### config.mk
export PLATFORM = sky130hd
export DESIGN_NAME = sfod_decoder
export DESIGN_NICKNAME = d
export VERILOG_FILES = /design/src/rtl/sfod_pkg.sv /design/src/rtl/sfod_nv_steer.sv /design/src/rtl/sfod_decoder.sv
export SDC_FILE = /design/constraint.sdc
export NUM_CORES = 1
export LEC_CHECK = 0
export BUFFER_PORTS_ARGS = -buffer_cell sky130_fd_sc_hd__buf_2
export CORE_AREA = 2 2 65 82
export CTS_CLUSTER_DIAMETER = 120
export DETAILED_ROUTE_END_ITERATION = 10
export DIE_AREA = 0 0 67 84
export PLACE_DENSITY_LB_ADDON = 0.15
export SLEW_MARGIN = 40
export SYNTH_ARGS = -nofsm -noshare
export SYNTH_HDL_FRONTEND = slang
export SYNTH_SLANG_ARGS = --single-unit
### constraint.sdc
create_clock -name clock -period 2.57 [get_ports clock]
set_input_delay 0.1285 -clock clock [delete_from_list [all_inputs] [get_ports clock]]
set_output_delay 0.1285 -clock clock [all_outputs]
set_load 0.01 [all_outputs]
### src/rtl/sfod_pkg.sv
package sfod_pkg;

	// ****************************************
	// Opcodes
	// ****************************************
	localparam logic [7:0] OP_READ = 8'h03;
	localparam logic [7:0] OP_READ4 = 8'h13;
	localparam logic [7:0] OP_FAST_READ = 8'h0B;
	localparam logic [7:0] OP_FAST_READ4 = 8'h0C;
	localparam logic [7:0] OP_DDR_FAST = 8'h0D;
	localparam logic [7:0] OP_DDR_FAST4 = 8'h0E;
	localparam logic [7:0] OP_TWO_OUT = 8'h3B;
	localparam logic [7:0] OP_TWO_OUT4 = 8'h3C;
	localparam logic [7:0] OP_FOUR_OUT = 8'h6B;
	localparam logic [7:0] OP_FOUR_OUT4 = 8'h6C;
	localparam logic [7:0] OP_TWO_IO = 8'hBB;
	localparam logic [7:0] OP_TWO_IO4 = 8'hBC;
	localparam logic [7:0] OP_DDR_TWO_IO = 8'hBD;
	localparam logic [7:0] OP_DDR_TWO_IO4 = 8'hBE;
	localparam logic [7:0] OP_FOUR_IO = 8'hEB;
	localparam logic [7:0] OP_FOUR_IO4 = 8'hEC;
	localparam logic [7:0] OP_DDR_FOUR_IO = 8'hED;
	localparam logic [7:0] OP_DDR_FOUR_IO4 = 8'hEE;
	localparam logic [7:0] OP_PAGE_WRITE = 8'h02;
	localparam logic [7:0] OP_PAGE_WRITE4 = 8'h12;
	localparam logic [7:0] OP_FOUR_PAGE_A = 8'h32;
	localparam logic [7:0] OP_FOUR_PAGE_B = 8'h38;
	localparam logic [7:0] OP_FOUR_PAGE4 = 8'h34;
	localparam logic [7:0] OP_SECTOR_WIPE = 8'hD8;
	localparam logic [7:0] OP_SECTOR_WIPE4 = 8'hDC;
	localparam logic [7:0] OP_FULL_WIPE = 8'h60;
	localparam logic [7:0] OP_FULL_WIPE_ALT = 8'hC7;
	localparam logic [7:0] OP_IDENTITY = 8'h9F;
	localparam logic [7:0] OP_DISC_PARAM = 8'h5A;
	localparam logic [7:0] OP_BANK_ACCESS = 8'hB9;
	localparam logic [7:0] OP_HIGH_PERF = 8'hA3;
	localparam logic [7:0] OP_CALIB_READ = 8'h41;
	localparam logic [7:0] OP_CALIB_NV_WRITE = 8'h43;
	localparam logic [7:0] OP_CALIB_VOL_WRITE = 8'h4A;
	localparam logic [7:0] OP_MODE_EXIT = 8'hFF;

	// ****************************************
	// Clock limits in MHz
	// ****************************************
	localparam logic [7:0] MHZ_NONE = 8'h00;
	localparam logic [7:0] MHZ_50 = 8'h32;
	localparam logic [7:0] MHZ_80 = 8'h50;
	localparam logic [7:0] MHZ_104 = 8'h68;
	localparam logic [7:0] MHZ_133 = 8'h85;

	localparam logic [3:0] OPCODE_BITS = 4'h8;
	localparam logic [3:0] MODE_EXIT_BITS = 4'h8;
	// Sector erased by one sector wipe, in kB
	localparam int SECTOR_KB = 256;

	typedef enum logic [4:0] {
		SFOD_CMD_NONE,
		SFOD_CMD_READ,
		SFOD_CMD_FAST_READ,
		SFOD_CMD_DDR_FAST_READ,
		SFOD_CMD_TWO_OUT_READ,
		SFOD_CMD_FOUR_OUT_READ,
		SFOD_CMD_TWO_IO_READ,
		SFOD_CMD_DDR_TWO_IO_READ,
		SFOD_CMD_FOUR_IO_READ,
		SFOD_CMD_DDR_FOUR_IO_READ,
		SFOD_CMD_PAGE_WRITE,
		SFOD_CMD_FOUR_PAGE_WRITE,
		SFOD_CMD_SECTOR_WIPE,
		SFOD_CMD_FULL_WIPE,
		SFOD_CMD_IDENTITY,
		SFOD_CMD_DISC_PARAM,
		SFOD_CMD_BANK_ACCESS,
		SFOD_CMD_CALIB_READ,
		SFOD_CMD_CALIB_NV_WRITE,
		SFOD_CMD_CALIB_VOL_WRITE,
		SFOD_CMD_MODE_EXIT,
		SFOD_CMD_RESERVED
	} sfod_cmd_e;

	typedef struct packed {
		sfod_cmd_e cmd;
		logic addr4_forced;
		logic [7:0] max_mhz;
		logic [7:0] opcode;
	} sfod_decode_s;

	typedef struct packed {
		logic nv_reg_write;
		logic otp_write;
	} sfod_nv_req_s;

	typedef struct packed {
		logic nv_array_cycle;
		logic otp_program;
	} sfod_nv_op_s;

endpackage

### src/rtl/sfod_nv_steer.sv
`timescale 1ns/1ps

// ****************************************
// Nonvolatile write steering
// ****************************************
module sfod_nv_steer (
	input wire logic clock,
	input wire logic rst,
	input wire sfod_pkg::sfod_nv_req_s req,
	output sfod_pkg::sfod_nv_op_s op
);
	typedef struct packed {
		sfod_pkg::sfod_nv_op_s op;
	} sfod_steer_state_s;

	sfod_steer_state_s state_reg;
	sfod_steer_state_s state_next;

	always_comb begin
		state_next = state_reg;
		// Any register write cycles the whole nonvolatile array, never one register
		state_next.op.nv_array_cycle = req.nv_reg_write;
		// One-time bits live apart and never see an array cycle
		state_next.op.otp_program = req.otp_write && !req.nv_reg_write;
	end

	always_ff @(posedge clock) begin
		if (rst) begin
			state_reg <= '0;
		end else begin
			state_reg <= state_next;
		end
	end

	assign op = state_reg.op;
endmodule

### src/rtl/sfod_decoder.sv
`timescale 1ns/1ps


module sfod_decoder (
	input wire logic clock,
	input wire logic rst,
	input wire logic sck,
	input wire logic cs_n,
	input wire logic si,
	input wire logic continuous_mode,
	input wire logic nv_reg_write,
	input wire logic otp_write,
	output sfod_pkg::sfod_decode_s decode,
	output logic decode_valid,
	output logic busy,
	output logic ignoring,
	output logic mode_exit,
	output sfod_pkg::sfod_nv_op_s nv_op
);

	// ****************************************
	// Opcode classification
	// ****************************************
	function automatic sfod_pkg::sfod_decode_s classify(input logic [7:0] op);
		sfod_pkg::sfod_decode_s d;
		d.opcode = op;
		d.addr4_forced = 1'b0;
		d.max_mhz = sfod_pkg::MHZ_133;
		d.cmd = sfod_pkg::SFOD_CMD_RESERVED;
		case (op)
			sfod_pkg::OP_READ: begin
				d.cmd = sfod_pkg::SFOD_CMD_READ;
				d.max_mhz = sfod_pkg::MHZ_50;
			end
			sfod_pkg::OP_READ4: begin
				d.cmd = sfod_pkg::SFOD_CMD_READ;
				d.addr4_forced = 1'b1;
				d.max_mhz = sfod_pkg::MHZ_50;
			end
			sfod_pkg::OP_FAST_READ: begin
				d.cmd = sfod_pkg::SFOD_CMD_FAST_READ;
			end
			sfod_pkg::OP_FAST_READ4: begin
				d.cmd = sfod_pkg::SFOD_CMD_FAST_READ;
				d.addr4_forced = 1'b1;
			end
			sfod_pkg::OP_DDR_FAST: begin
				d.cmd = sfod_pkg::SFOD_CMD_DDR_FAST_READ;
				d.max_mhz = sfod_pkg::MHZ_80;
			end
			sfod_pkg::OP_DDR_FAST4: begin
				d.cmd = sfod_pkg::SFOD_CMD_DDR_FAST_READ;
				d.addr4_forced = 1'b1;
				d.max_mhz = sfod_pkg::MHZ_80;
			end
			sfod_pkg::OP_TWO_OUT: begin
				d.cmd = sfod_pkg::SFOD_CMD_TWO_OUT_READ;
				d.max_mhz = sfod_pkg::MHZ_104;
			end
			sfod_pkg::OP_TWO_OUT4: begin
				d.cmd = sfod_pkg::SFOD_CMD_TWO_OUT_READ;
				d.addr4_forced = 1'b1;
				d.max_mhz = sfod_pkg::MHZ_104;
			end
			sfod_pkg::OP_FOUR_OUT: begin
				d.cmd = sfod_pkg::SFOD_CMD_FOUR_OUT_READ;
				d.max_mhz = sfod_pkg::MHZ_104;
			end
			sfod_pkg::OP_FOUR_OUT4: begin
				d.cmd = sfod_pkg::SFOD_CMD_FOUR_OUT_READ;
				d.addr4_forced = 1'b1;
				d.max_mhz = sfod_pkg::MHZ_104;
			end
			sfod_pkg::OP_TWO_IO: begin
				d.cmd = sfod_pkg::SFOD_CMD_TWO_IO_READ;
				d.max_mhz = sfod_pkg::MHZ_104;
			end
			sfod_pkg::OP_TWO_IO4: begin
				d.cmd = sfod_pkg::SFOD_CMD_TWO_IO_READ;
				d.addr4_forced = 1'b1;
				d.max_mhz = sfod_pkg::MHZ_104;
			end
			sfod_pkg::OP_DDR_TWO_IO: begin
				d.cmd = sfod_pkg::SFOD_CMD_DDR_TWO_IO_READ;
				d.max_mhz = sfod_pkg::MHZ_80;
			end
			sfod_pkg::OP_DDR_TWO_IO4: begin
				d.cmd = sfod_pkg::SFOD_CMD_DDR_TWO_IO_READ;
				d.addr4_forced = 1'b1;
				d.max_mhz = sfod_pkg::MHZ_80;
			end
			sfod_pkg::OP_FOUR_IO: begin
				d.cmd = sfod_pkg::SFOD_CMD_FOUR_IO_READ;
				d.max_mhz = sfod_pkg::MHZ_104;
			end
			sfod_pkg::OP_FOUR_IO4: begin
				d.cmd = sfod_pkg::SFOD_CMD_FOUR_IO_READ;
				d.addr4_forced = 1'b1;
				d.max_mhz = sfod_pkg::MHZ_104;
			end
			sfod_pkg::OP_DDR_FOUR_IO: begin
				d.cmd = sfod_pkg::SFOD_CMD_DDR_FOUR_IO_READ;
				d.max_mhz = sfod_pkg::MHZ_80;
			end
			sfod_pkg::OP_DDR_FOUR_IO4: begin
				d.cmd = sfod_pkg::SFOD_CMD_DDR_FOUR_IO_READ;
				d.addr4_forced = 1'b1;
				d.max_mhz = sfod_pkg::MHZ_80;
			end
			sfod_pkg::OP_PAGE_WRITE: begin
				d.cmd = sfod_pkg::SFOD_CMD_PAGE_WRITE;
			end
			sfod_pkg::OP_PAGE_WRITE4: begin
				d.cmd = sfod_pkg::SFOD_CMD_PAGE_WRITE;
				d.addr4_forced = 1'b1;
			end
			sfod_pkg::OP_FOUR_PAGE_A, sfod_pkg::OP_FOUR_PAGE_B: begin
				d.cmd = sfod_pkg::SFOD_CMD_FOUR_PAGE_WRITE;
				d.max_mhz = sfod_pkg::MHZ_80;
			end
			sfod_pkg::OP_FOUR_PAGE4: begin
				d.cmd = sfod_pkg::SFOD_CMD_FOUR_PAGE_WRITE;
				d.addr4_forced = 1'b1;
				d.max_mhz = sfod_pkg::MHZ_80;
			end
			sfod_pkg::OP_SECTOR_WIPE: begin
				d.cmd = sfod_pkg::SFOD_CMD_SECTOR_WIPE;
			end
			sfod_pkg::OP_SECTOR_WIPE4: begin
				d.cmd = sfod_pkg::SFOD_CMD_SECTOR_WIPE;
				d.addr4_forced = 1'b1;
			end
			sfod_pkg::OP_FULL_WIPE, sfod_pkg::OP_FULL_WIPE_ALT: begin
				d.cmd = sfod_pkg::SFOD_CMD_FULL_WIPE;
			end
			sfod_pkg::OP_IDENTITY: begin
				d.cmd = sfod_pkg::SFOD_CMD_IDENTITY;
			end
			sfod_pkg::OP_DISC_PARAM: begin
				d.cmd = sfod_pkg::SFOD_CMD_DISC_PARAM;
			end
			sfod_pkg::OP_BANK_ACCESS: begin
				// Legacy power-down meaning is gone on purpose
				d.cmd = sfod_pkg::SFOD_CMD_BANK_ACCESS;
			end
			sfod_pkg::OP_HIGH_PERF: begin
				d.cmd = sfod_pkg::SFOD_CMD_RESERVED;
			end
			sfod_pkg::OP_CALIB_READ: begin
				d.cmd = sfod_pkg::SFOD_CMD_CALIB_READ;
			end
			sfod_pkg::OP_CALIB_NV_WRITE: begin
				d.cmd = sfod_pkg::SFOD_CMD_CALIB_NV_WRITE;
			end
			sfod_pkg::OP_CALIB_VOL_WRITE: begin
				d.cmd = sfod_pkg::SFOD_CMD_CALIB_VOL_WRITE;
			end
			sfod_pkg::OP_MODE_EXIT: begin
				d.cmd = sfod_pkg::SFOD_CMD_MODE_EXIT;
			end
			default: begin
				d.cmd = sfod_pkg::SFOD_CMD_RESERVED;
				d.max_mhz = sfod_pkg::MHZ_NONE;
			end
		endcase
		if (d.cmd == sfod_pkg::SFOD_CMD_RESERVED) begin
			d.max_mhz = sfod_pkg::MHZ_NONE;
		end
		return d;
	endfunction

	// ****************************************
	// State
	// ****************************************
	typedef enum logic [1:0] {
		SFOD_ST_IDLE,
		SFOD_ST_OPCODE,
		SFOD_ST_HOLD,
		SFOD_ST_IGNORE
	} sfod_phase_e;

	typedef struct packed {
		logic [1:0] sck_sync;
		logic [1:0] cs_sync;
		logic [1:0] si_sync;
		logic sck_last;
		sfod_phase_e phase;
		logic [7:0] shift;
		logic [3:0] bit_count;
		logic [3:0] ones_count;
		sfod_pkg::sfod_decode_s decode;
		logic decode_valid;
		logic mode_exit;
	} sfod_state_s;

	sfod_state_s state_reg;
	sfod_state_s state_next;

	logic sck_rise;
	logic cs_active;
	logic si_level;

	// Link pins only read after their second flop
	assign sck_rise = state_reg.sck_sync[1] && !state_reg.sck_last;
	assign cs_active = !state_reg.cs_sync[1];
	assign si_level = state_reg.si_sync[1];

	always_comb begin
		state_next = state_reg;
		state_next.sck_sync = {state_reg.sck_sync[0], sck};
		state_next.cs_sync = {state_reg.cs_sync[0], cs_n};
		state_next.si_sync = {state_reg.si_sync[0], si};
		state_next.sck_last = state_reg.sck_sync[1];
		state_next.decode_valid = 1'b0;
		state_next.mode_exit = 1'b0;

		if (!cs_active) begin
			// Select high ends every frame, including an ignored one
			state_next.phase = SFOD_ST_IDLE;
			state_next.bit_count = 4'h0;
			state_next.ones_count = 4'h0;
		end else begin
			case (state_reg.phase)
				SFOD_ST_IDLE, SFOD_ST_OPCODE: begin
					state_next.phase = SFOD_ST_OPCODE;
					if (sck_rise) begin
						state_next.shift = {state_reg.shift[6:0], si_level};
						state_next.bit_count = state_reg.bit_count + 4'h1;
						// Only the primary line counts toward the exit sequence
						if (si_level) begin
							state_next.ones_count = state_reg.ones_count + 4'h1;
						end
						if (state_reg.bit_count == sfod_pkg::OPCODE_BITS - 4'h1) begin
							state_next.decode = classify({state_reg.shift[6:0], si_level});
							if (continuous_mode) begin
								// In continuous mode only eight ones leave the mode
								if (si_level &&
									state_reg.ones_count == sfod_pkg::MODE_EXIT_BITS - 4'h1) begin
									state_next.mode_exit = 1'b1;
								end
								state_next.phase = SFOD_ST_IGNORE;
							end else if (state_next.decode.cmd == sfod_pkg::SFOD_CMD_RESERVED) begin
								state_next.phase = SFOD_ST_IGNORE;
							end else begin
								state_next.decode_valid = 1'b1;
								state_next.phase = SFOD_ST_HOLD;
							end
						end
					end
				end
				SFOD_ST_HOLD: begin
					state_next.phase = SFOD_ST_HOLD;
				end
				SFOD_ST_IGNORE: begin
					state_next.phase = SFOD_ST_IGNORE;
				end
				default: begin
					state_next.phase = SFOD_ST_IDLE;
				end
			endcase
		end
	end

	always_ff @(posedge clock) begin
		if (rst) begin
			state_reg <= '{
				sck_sync: 2'h0,
				cs_sync: 2'h3,
				si_sync: 2'h0,
				sck_last: 1'b0,
				phase: SFOD_ST_IDLE,
				shift: 8'h00,
				bit_count: 4'h0,
				ones_count: 4'h0,
				decode: '0,
				decode_valid: 1'b0,
				mode_exit: 1'b0
			};
		end else begin
			state_reg <= state_next;
		end
	end

	assign decode = state_reg.decode;
	assign decode_valid = state_reg.decode_valid;
	assign busy = state_reg.phase == SFOD_ST_HOLD;
	assign ignoring = state_reg.phase == SFOD_ST_IGNORE;
	assign mode_exit = state_reg.mode_exit;

	// ****************************************
	// Nonvolatile array steering
	// ****************************************
	sfod_pkg::sfod_nv_req_s nv_req;
	assign nv_req.nv_reg_write = nv_reg_write;
	assign nv_req.otp_write = otp_write;

	sfod_nv_steer u_nv_steer (
		.clock(clock),
		.rst(rst),
		.req(nv_req),
		.op(nv_op)
	);
endmodule

==> results of run 1 <==
-- power breakdown --
part           internal (uW)  switching [uW]  leakage, uW
sequential               750            5.47     0.000388
clock                    220             264    0.0000516
combinational           18.2            22.1     0.000685
total                    988             291      0.00113
-- per-stage QoR --
step	cells	total power [uW]	worst slack [ns]	area, sq um
floorplan	332	794	0.496	2700
global placement	402	811	0.345	2840
detailed placement	402	811	0.316	2840
CTS	412	1290	0.288	2960
global route	412	1330	0.109	2960
finish	412	1280	0.250	2960
-- cell type report --
type | instances | area [sq um] | share of cell area
Clock buffer | 6 | 82.6 | 0.0279
Multi-Input combinational cell | 232 | 1450 | 0.489
Sequential cell | 48 | 961 | 0.325
Tap cell | 62 | 77.6 | 0.0262
Clock inverter | 2 | 13.8 | 0.00465
Inverter | 1 | 3.75 | 0.00127
Timing Repair Buffer | 61 | 375 | 0.127
-- metal layers --
| layer | GRT usage | vias to the layer above | part of all wire |
|---|---|---|---|
| li1 | - | 1188 | - |
| met1 | 0.300 | 1120 | 0.44 |
| met2 | 0.373 | 96 | 0.47 |
| met3 | 0.0499 | 20 | 0.060 |
| met4 | 0.102 | 0 | 0.029 |
| met5 | 0 | - | 0 |
-- layout by cell type, fill, tap and decap left out, types with 3 or more instances in the layout --
cell	count
a211oi_1	5
a21oi_1	22
a311oi_1	6
and3_1	3
and3b_1	3
buf_2	35
buf_4	24
clkbuf_8	6
dfxtp_1	48
mux2i_1	5
nand2_1	43
nand2b_1	4
nand3_1	5
nand3b_1	6
nand4_1	5
nor2_1	29
nor2b_1	12
nor3_1	5
nor3b_1	4
nor4_1	5
nor4bb_1	4
o21ai_0	7
or2_2	3
or3_1	3
xnor2_1	4
xor2_1	5
-- worst register-to-register path: stages, from the launching register on --
cell and delay (ns):
dfxtp_1 0.52, buf_4 0.21, nor4bb_1 0.41, a32o_1 0.30, and4b_4 0.23, and4_4 0.16
o41a_1 0.39
-- cells by family (layout without fill, tap and decap cells) --
group	after synthesis	after routing	share of synthesized area
AOI/OAI and AO/OA	61	61	0.158
DFF	48	48	0.357
and+or+nand+nor	155	155	0.322
adders and majority gates	2	2	0.00928
xor gates and xnor gates	9	9	0.0292
buffers and inverters	52	70	0.107
muxes	5	5	0.0186
-- how the worst min path moves through the flow --
stage | end | start | slack (ns) | depth (start not counted)
2_1_floorplan | u_nv_steer.op[0]$_SDFF_PP0_ | nv_reg_write | 0.20 | 1
4_1_cts | decode_valid$_SDFF_PP0_ | continuous_mode | 0.02 | 2
3_3_place_gp | u_nv_steer.op[0]$_SDFF_PP0_ | nv_reg_write | 0.30 | 2
5_1_grt | decode_valid$_SDFF_PP0_ | continuous_mode | 0.03 | 2
3_5_place_dp | u_nv_steer.op[0]$_SDFF_PP0_ | nv_reg_write | 0.31 | 2
6_report | decode_valid$_SDFF_PP0_ | continuous_mode | 0.01 | 2
==> impl_metrics.json, run 1 <==
{
  "die_area_sq_um": 5630,
  "drc_errors": 0,
  "overflow": 0,
  "hp-class": "in2reg",
  "ioPinCount": 36,
  "p_per_area_nw_per_um2": 432,
  "crit_buf_inv": 1,
  "rows": 29,
  "antenna_found_initial": 0,
  "first_pass_iters": 6,
  "startpoint": "state_reg[36]$_SDFFE_PP0P_",
  "crit_type": "reg2reg",
  "n_antenna_cell": 0,
  "synthTopCellsByCount": "dfxtp_1 (48), nand2_1 (43), nor2_1 (29)",
  "grt_pass1_wl_um": 10300,
  "cp.depth": 6,
  "cts_hold_buffers": 2,
  "slew_headroom": 0.543,
  "cts_tree": "yes",
  "avgSynthCellArea_sq_um": 8.12,
  "cts-buffers-inserted": 5,
  "core-area_sq_um": 4930,
  "ys.flop_type": "dfxtp_1",
  "slew_viol_final": 0,
  "hold-worst-slack_ns": 0.0138,
  "via_count": 2424,
  "fillCellCount": 468,
  "cts.sinks": 48,
  "rr_worst_depth": 6,
  "cp.arrival_ns": 2.52,
  "ys_async_sr_fraction": 0,
  "layout_min_cycle_time_ns": 2.32,
  "finalSetupViolCount": 0,
  "die_w_um": 67,
  "skew_ns": 0.00590,
  "slowest_delay_ns": 0.52,
  "clk_path_buf_depth": 2,
  "largest_reg_flops": 20,
  "finalNetCount": 359,
  "synth_area_sq_um": 2700,
  "ctsResizeCount": 0,
  "syn_to_final_growth_pct": 9.84,
  "vias_per_cell": 5.88,
  "clk_pin_slew_ns": 0.09,
  "drive_gt1_frac": 0.214,
  "synth_top_cell_area_share": 0.357,
  "dp_hpwl_um": 4580,
  "synth_nets": 342,
  "synthTopCellsByArea": "dfxtp_1 (36%), buf_4 (6.1%), nand2_1 (6.0%)",
  "min_period_over_period": 0.903,
  "yosysMostFrequentCell": "dfxtp_1",
  "root_buffer": "clkbuf_8",
  "timing.rr.end": "decode[19]$_SDFFE_PP0P_",
  "critPathRequiredTime_ns": 2.77,
  "critPathSlowestCell": "dfxtp_1",
  "synthCells": 332,
  "ys_ff_latch": 48,
  "rsz0062_at_grt": "false",
  "worst_setup_path_start_kind": "register",
  "grt_usage": 0.235,
  "cp_max_fo": 12,
  "cts_setup_buffers": 0,
  "fin_setup_tns_ns": 0,
  "crit_end": "decode[19]$_SDFFE_PP0P_",
  "fmax_mhz": 431,
  "outcome": "finished clean",
  "grt_max_degree": 40,
  "synth-edff-count": 0,
  "initial_core_util": 0.546,
  "regToRegSetupSlack_ns": 0.25,
  "synth_largest_area_cell": "dfxtp_1",
  "cp-end-kind": "register",
  "crit_family": "simple AND/OR/NAND/NOR gates",
  "worst_pin_slew_ns": 0.685,
  "rr_startpoint": "state_reg[36]$_SDFFE_PP0P_",
  "ys_seq_area_frac": 0.357,
  "hold_viol": 0,
  "power_leakage_uw": 0.00113,
  "htree_levels": 2,
  "dieHeight_um": 84,
  "gp_congestion": 0.960,
  "fin_util": 0.600,
  "synth_cell_types": 59,
  "yosys_warnings": 0,
  "port_buffers": 35,
  "wire_per_inst_um": 15.6,
  "routed_wl_um": 6450,
  "ir_worst_vdd_mv": 0.358,
  "cap_violations": 0,
  "ant_nets": 0,
  "path_cells": "buf_4 > nor4bb_1 > a32o_1 > and4b_4 > and4_4 > o41a_1",
  "insertion_delay_ns": 0.31,
  "first_global_vias": 2183,
  "drt_iter0_markers": 150
}
(Power assumes the default switching activity.)
==> run 2, diff against run 1 <==
--- a/config.mk
+++ b/config.mk
@@ -7,10 +7,12 @@
 export LEC_CHECK = 0
 export BUFFER_PORTS_ARGS = -buffer_cell sky130_fd_sc_hd__buf_2
 export CORE_AREA = 2 2 65 82
+export CTS_BUF_LIST = sky130_fd_sc_hd__clkbuf_16
 export CTS_CLUSTER_DIAMETER = 120
 export DETAILED_ROUTE_END_ITERATION = 10
 export DIE_AREA = 0 0 67 84
 export PLACE_DENSITY_LB_ADDON = 0.15
+export RECOVER_POWER = 50
 export SLEW_MARGIN = 40
 export SYNTH_ARGS = -nofsm -noshare
 export SYNTH_HDL_FRONTEND = slang
==> impl_metrics.json, run 2 (synthesis results as in run 1) <==
{
  "cp-end-kind": "register",
  "n_antenna_cell": 0,
  "drive_gt1_frac": 0.129,
  "place_ws_ns": 0.316,
  "slowest_delay_ns": 0.63,
  "cts-buffers-inserted": 5,
  "slew_viol_final": 40,
  "gp_congestion": 0.960,
  "fmax_mhz": 430,
  "final_common_cell": "dfxtp_1",
  "ctsResizeCount": 0,
  "cts_setup_buffers": 0,
  "critPathRequiredTime_ns": 2.74,
  "rows": 29,
  "ant_nets": 0,
  "largest_reg_flops": 20,
  "worst_setup_path_start_kind": "register",
  "overflow": 0,
  "htree_levels": 2,
  "cts_tree": "yes",
  "rr_startpoint": "state_reg[35]$_SDFFE_PP0P_",
  "cts_hold_buffers": 0,
  "regToRegSetupSlack_ns": 0.24,
  "place_area_sq_um": 2840,
  "crit_buf_inv": 1,
  "outcome": "complete, but fails checks",
  "cp_max_fo": 16,
  "first_pass_iters": 4,
  "drt_iter0_markers": 131,
  "crit_type": "reg2reg",
  "die_w_um": 67,
  "grt_pass1_wl_um": 10300,
  "layout_common_cells": "dfxtp_1 (48), nand2_1 (43), nor2_1 (29), clkbuf_1 (28), buf_4 (24)",
  "hold_viol": 0,
  "timing.rr.end": "decode[19]$_SDFFE_PP0P_",
  "die_area_sq_um": 5630,
  "rsz0062_at_grt": "false",
  "cp.arrival_ns": 2.50,
  "routed_wl_um": 6390,
  "via_count": 2380,
  "cts.sinks": 48,
  "fin_area_sq_um": 2950,
  "grt_usage": 0.235,
  "fin_setup_tns_ns": 0,
  "ioPinCount": 36,
  "fin_util": 0.598,
  "path_cells": "buf_4 > nand3b_1 > or4_1 > o311a_1 > and4_4 > o41a_1",
  "hold_depth": 2,
  "critPathSlowestCell": "dfxtp_1",
  "skew_ns": 0.00435,
  "hold_end": "u_nv_steer.op[0]$_SDFF_PP0_",
  "worst_pin_slew_ns": 1.69,
  "hold_start": "nv_reg_write",
  "rr_worst_depth": 6,
  "vias_per_cell": 5.80,
  "syn_to_final_growth_pct": 9.52,
  "grt_max_degree": 40,
  "wire_per_inst_um": 15.6,
  "dieHeight_um": 84,
  "setup_ws_ns": 0.243,
  "violations": "capacitance limit, slew limit",
  "root_buffer": "clkbuf_16",
  "clk_path_buf_depth": 2,
  "antenna_found_initial": 0,
  "finalSetupViolCount": 0,
  "power_leakage_uw": 0.00101,
  "port_buffers": 35,
  "drc_errors": 0,
  "core-area_sq_um": 4930,
  "slew_headroom": -0.125,
  "initial_core_util": 0.546,
  "first_global_vias": 2183,
  "ir_worst_vdd_mv": 0.422,
  "layout_min_cycle_time_ns": 2.33,
  "dp_hpwl_um": 4580,
  "power_uw": 1430,
  "cp.depth": 6,
  "min_period_over_period": 0.905,
  "crit_family": "simple AND/OR/NAND/NOR gates",
  "finalNetCount": 357,
  "hp-class": "in2reg",
  "p_per_area_nw_per_um2": 486,
  "insertion_delay_ns": 0.29,
  "clk_pin_slew_ns": 0.07,
  "cap_violations": 1
}
## run 2: metal layers
layer / global-route usage / up-vias / wire [um] / part of all wire
li1: - / 1184 / - / -
met4: 0.109 / 0 / 229 / 0.036
met3: 0.0445 / 21 / 349 / 0.055
met2: 0.374 / 82 / 2920 / 0.46
met1: 0.299 / 1093 / 2900 / 0.45
met5: 0 / - / 0 / 0
## run 2: cell type report
class	count	area, sq um
Clock inverter	3	17.5
Multi-Input combinational cell	232	1450
Timing Repair Buffer	59	320
Inverter	1	3.75
Fill cell	477	1980
Sequential cell	48	961
Tap cell	62	77.6
Clock buffer	5	125
## run 2: power breakdown
part | internal (uW) | switching (uW)
clock | 359 | 283
sequential | 750 | 5.45
combinational | 15.6 | 21.6
## run 2: how the worst max path moves through the flow
stage	startpoint	to	slack [ns]
6_report	state_reg[35]$_SDFFE_PP0P_	decode[19]$_SDFFE_PP0P_	0.24
2_1_floorplan	state_reg[36]$_SDFFE_PP0P_	decode[19]$_SDFFE_PP0P_	0.50
3_3_place_gp	state_reg[32]$_SDFFE_PP0P_	decode[19]$_SDFFE_PP0P_	0.34
3_5_place_dp	state_reg[36]$_SDFFE_PP0P_	decode[19]$_SDFFE_PP0P_	0.32
5_1_grt	state_reg[36]$_SDFFE_PP0P_	decode[19]$_SDFFE_PP0P_	0.1
4_1_cts	state_reg[35]$_SDFFE_PP0P_	decode[19]$_SDFFE_PP0P_	0.28
## run 2: metrics by stage
stage	std cells	hold slack [ns]
finish	410	0.00367
CTS	410	0.00695
global route	410	0.00317
global placement	402	0.302
detailed placement	402	0.309
floorplan	332	0.204
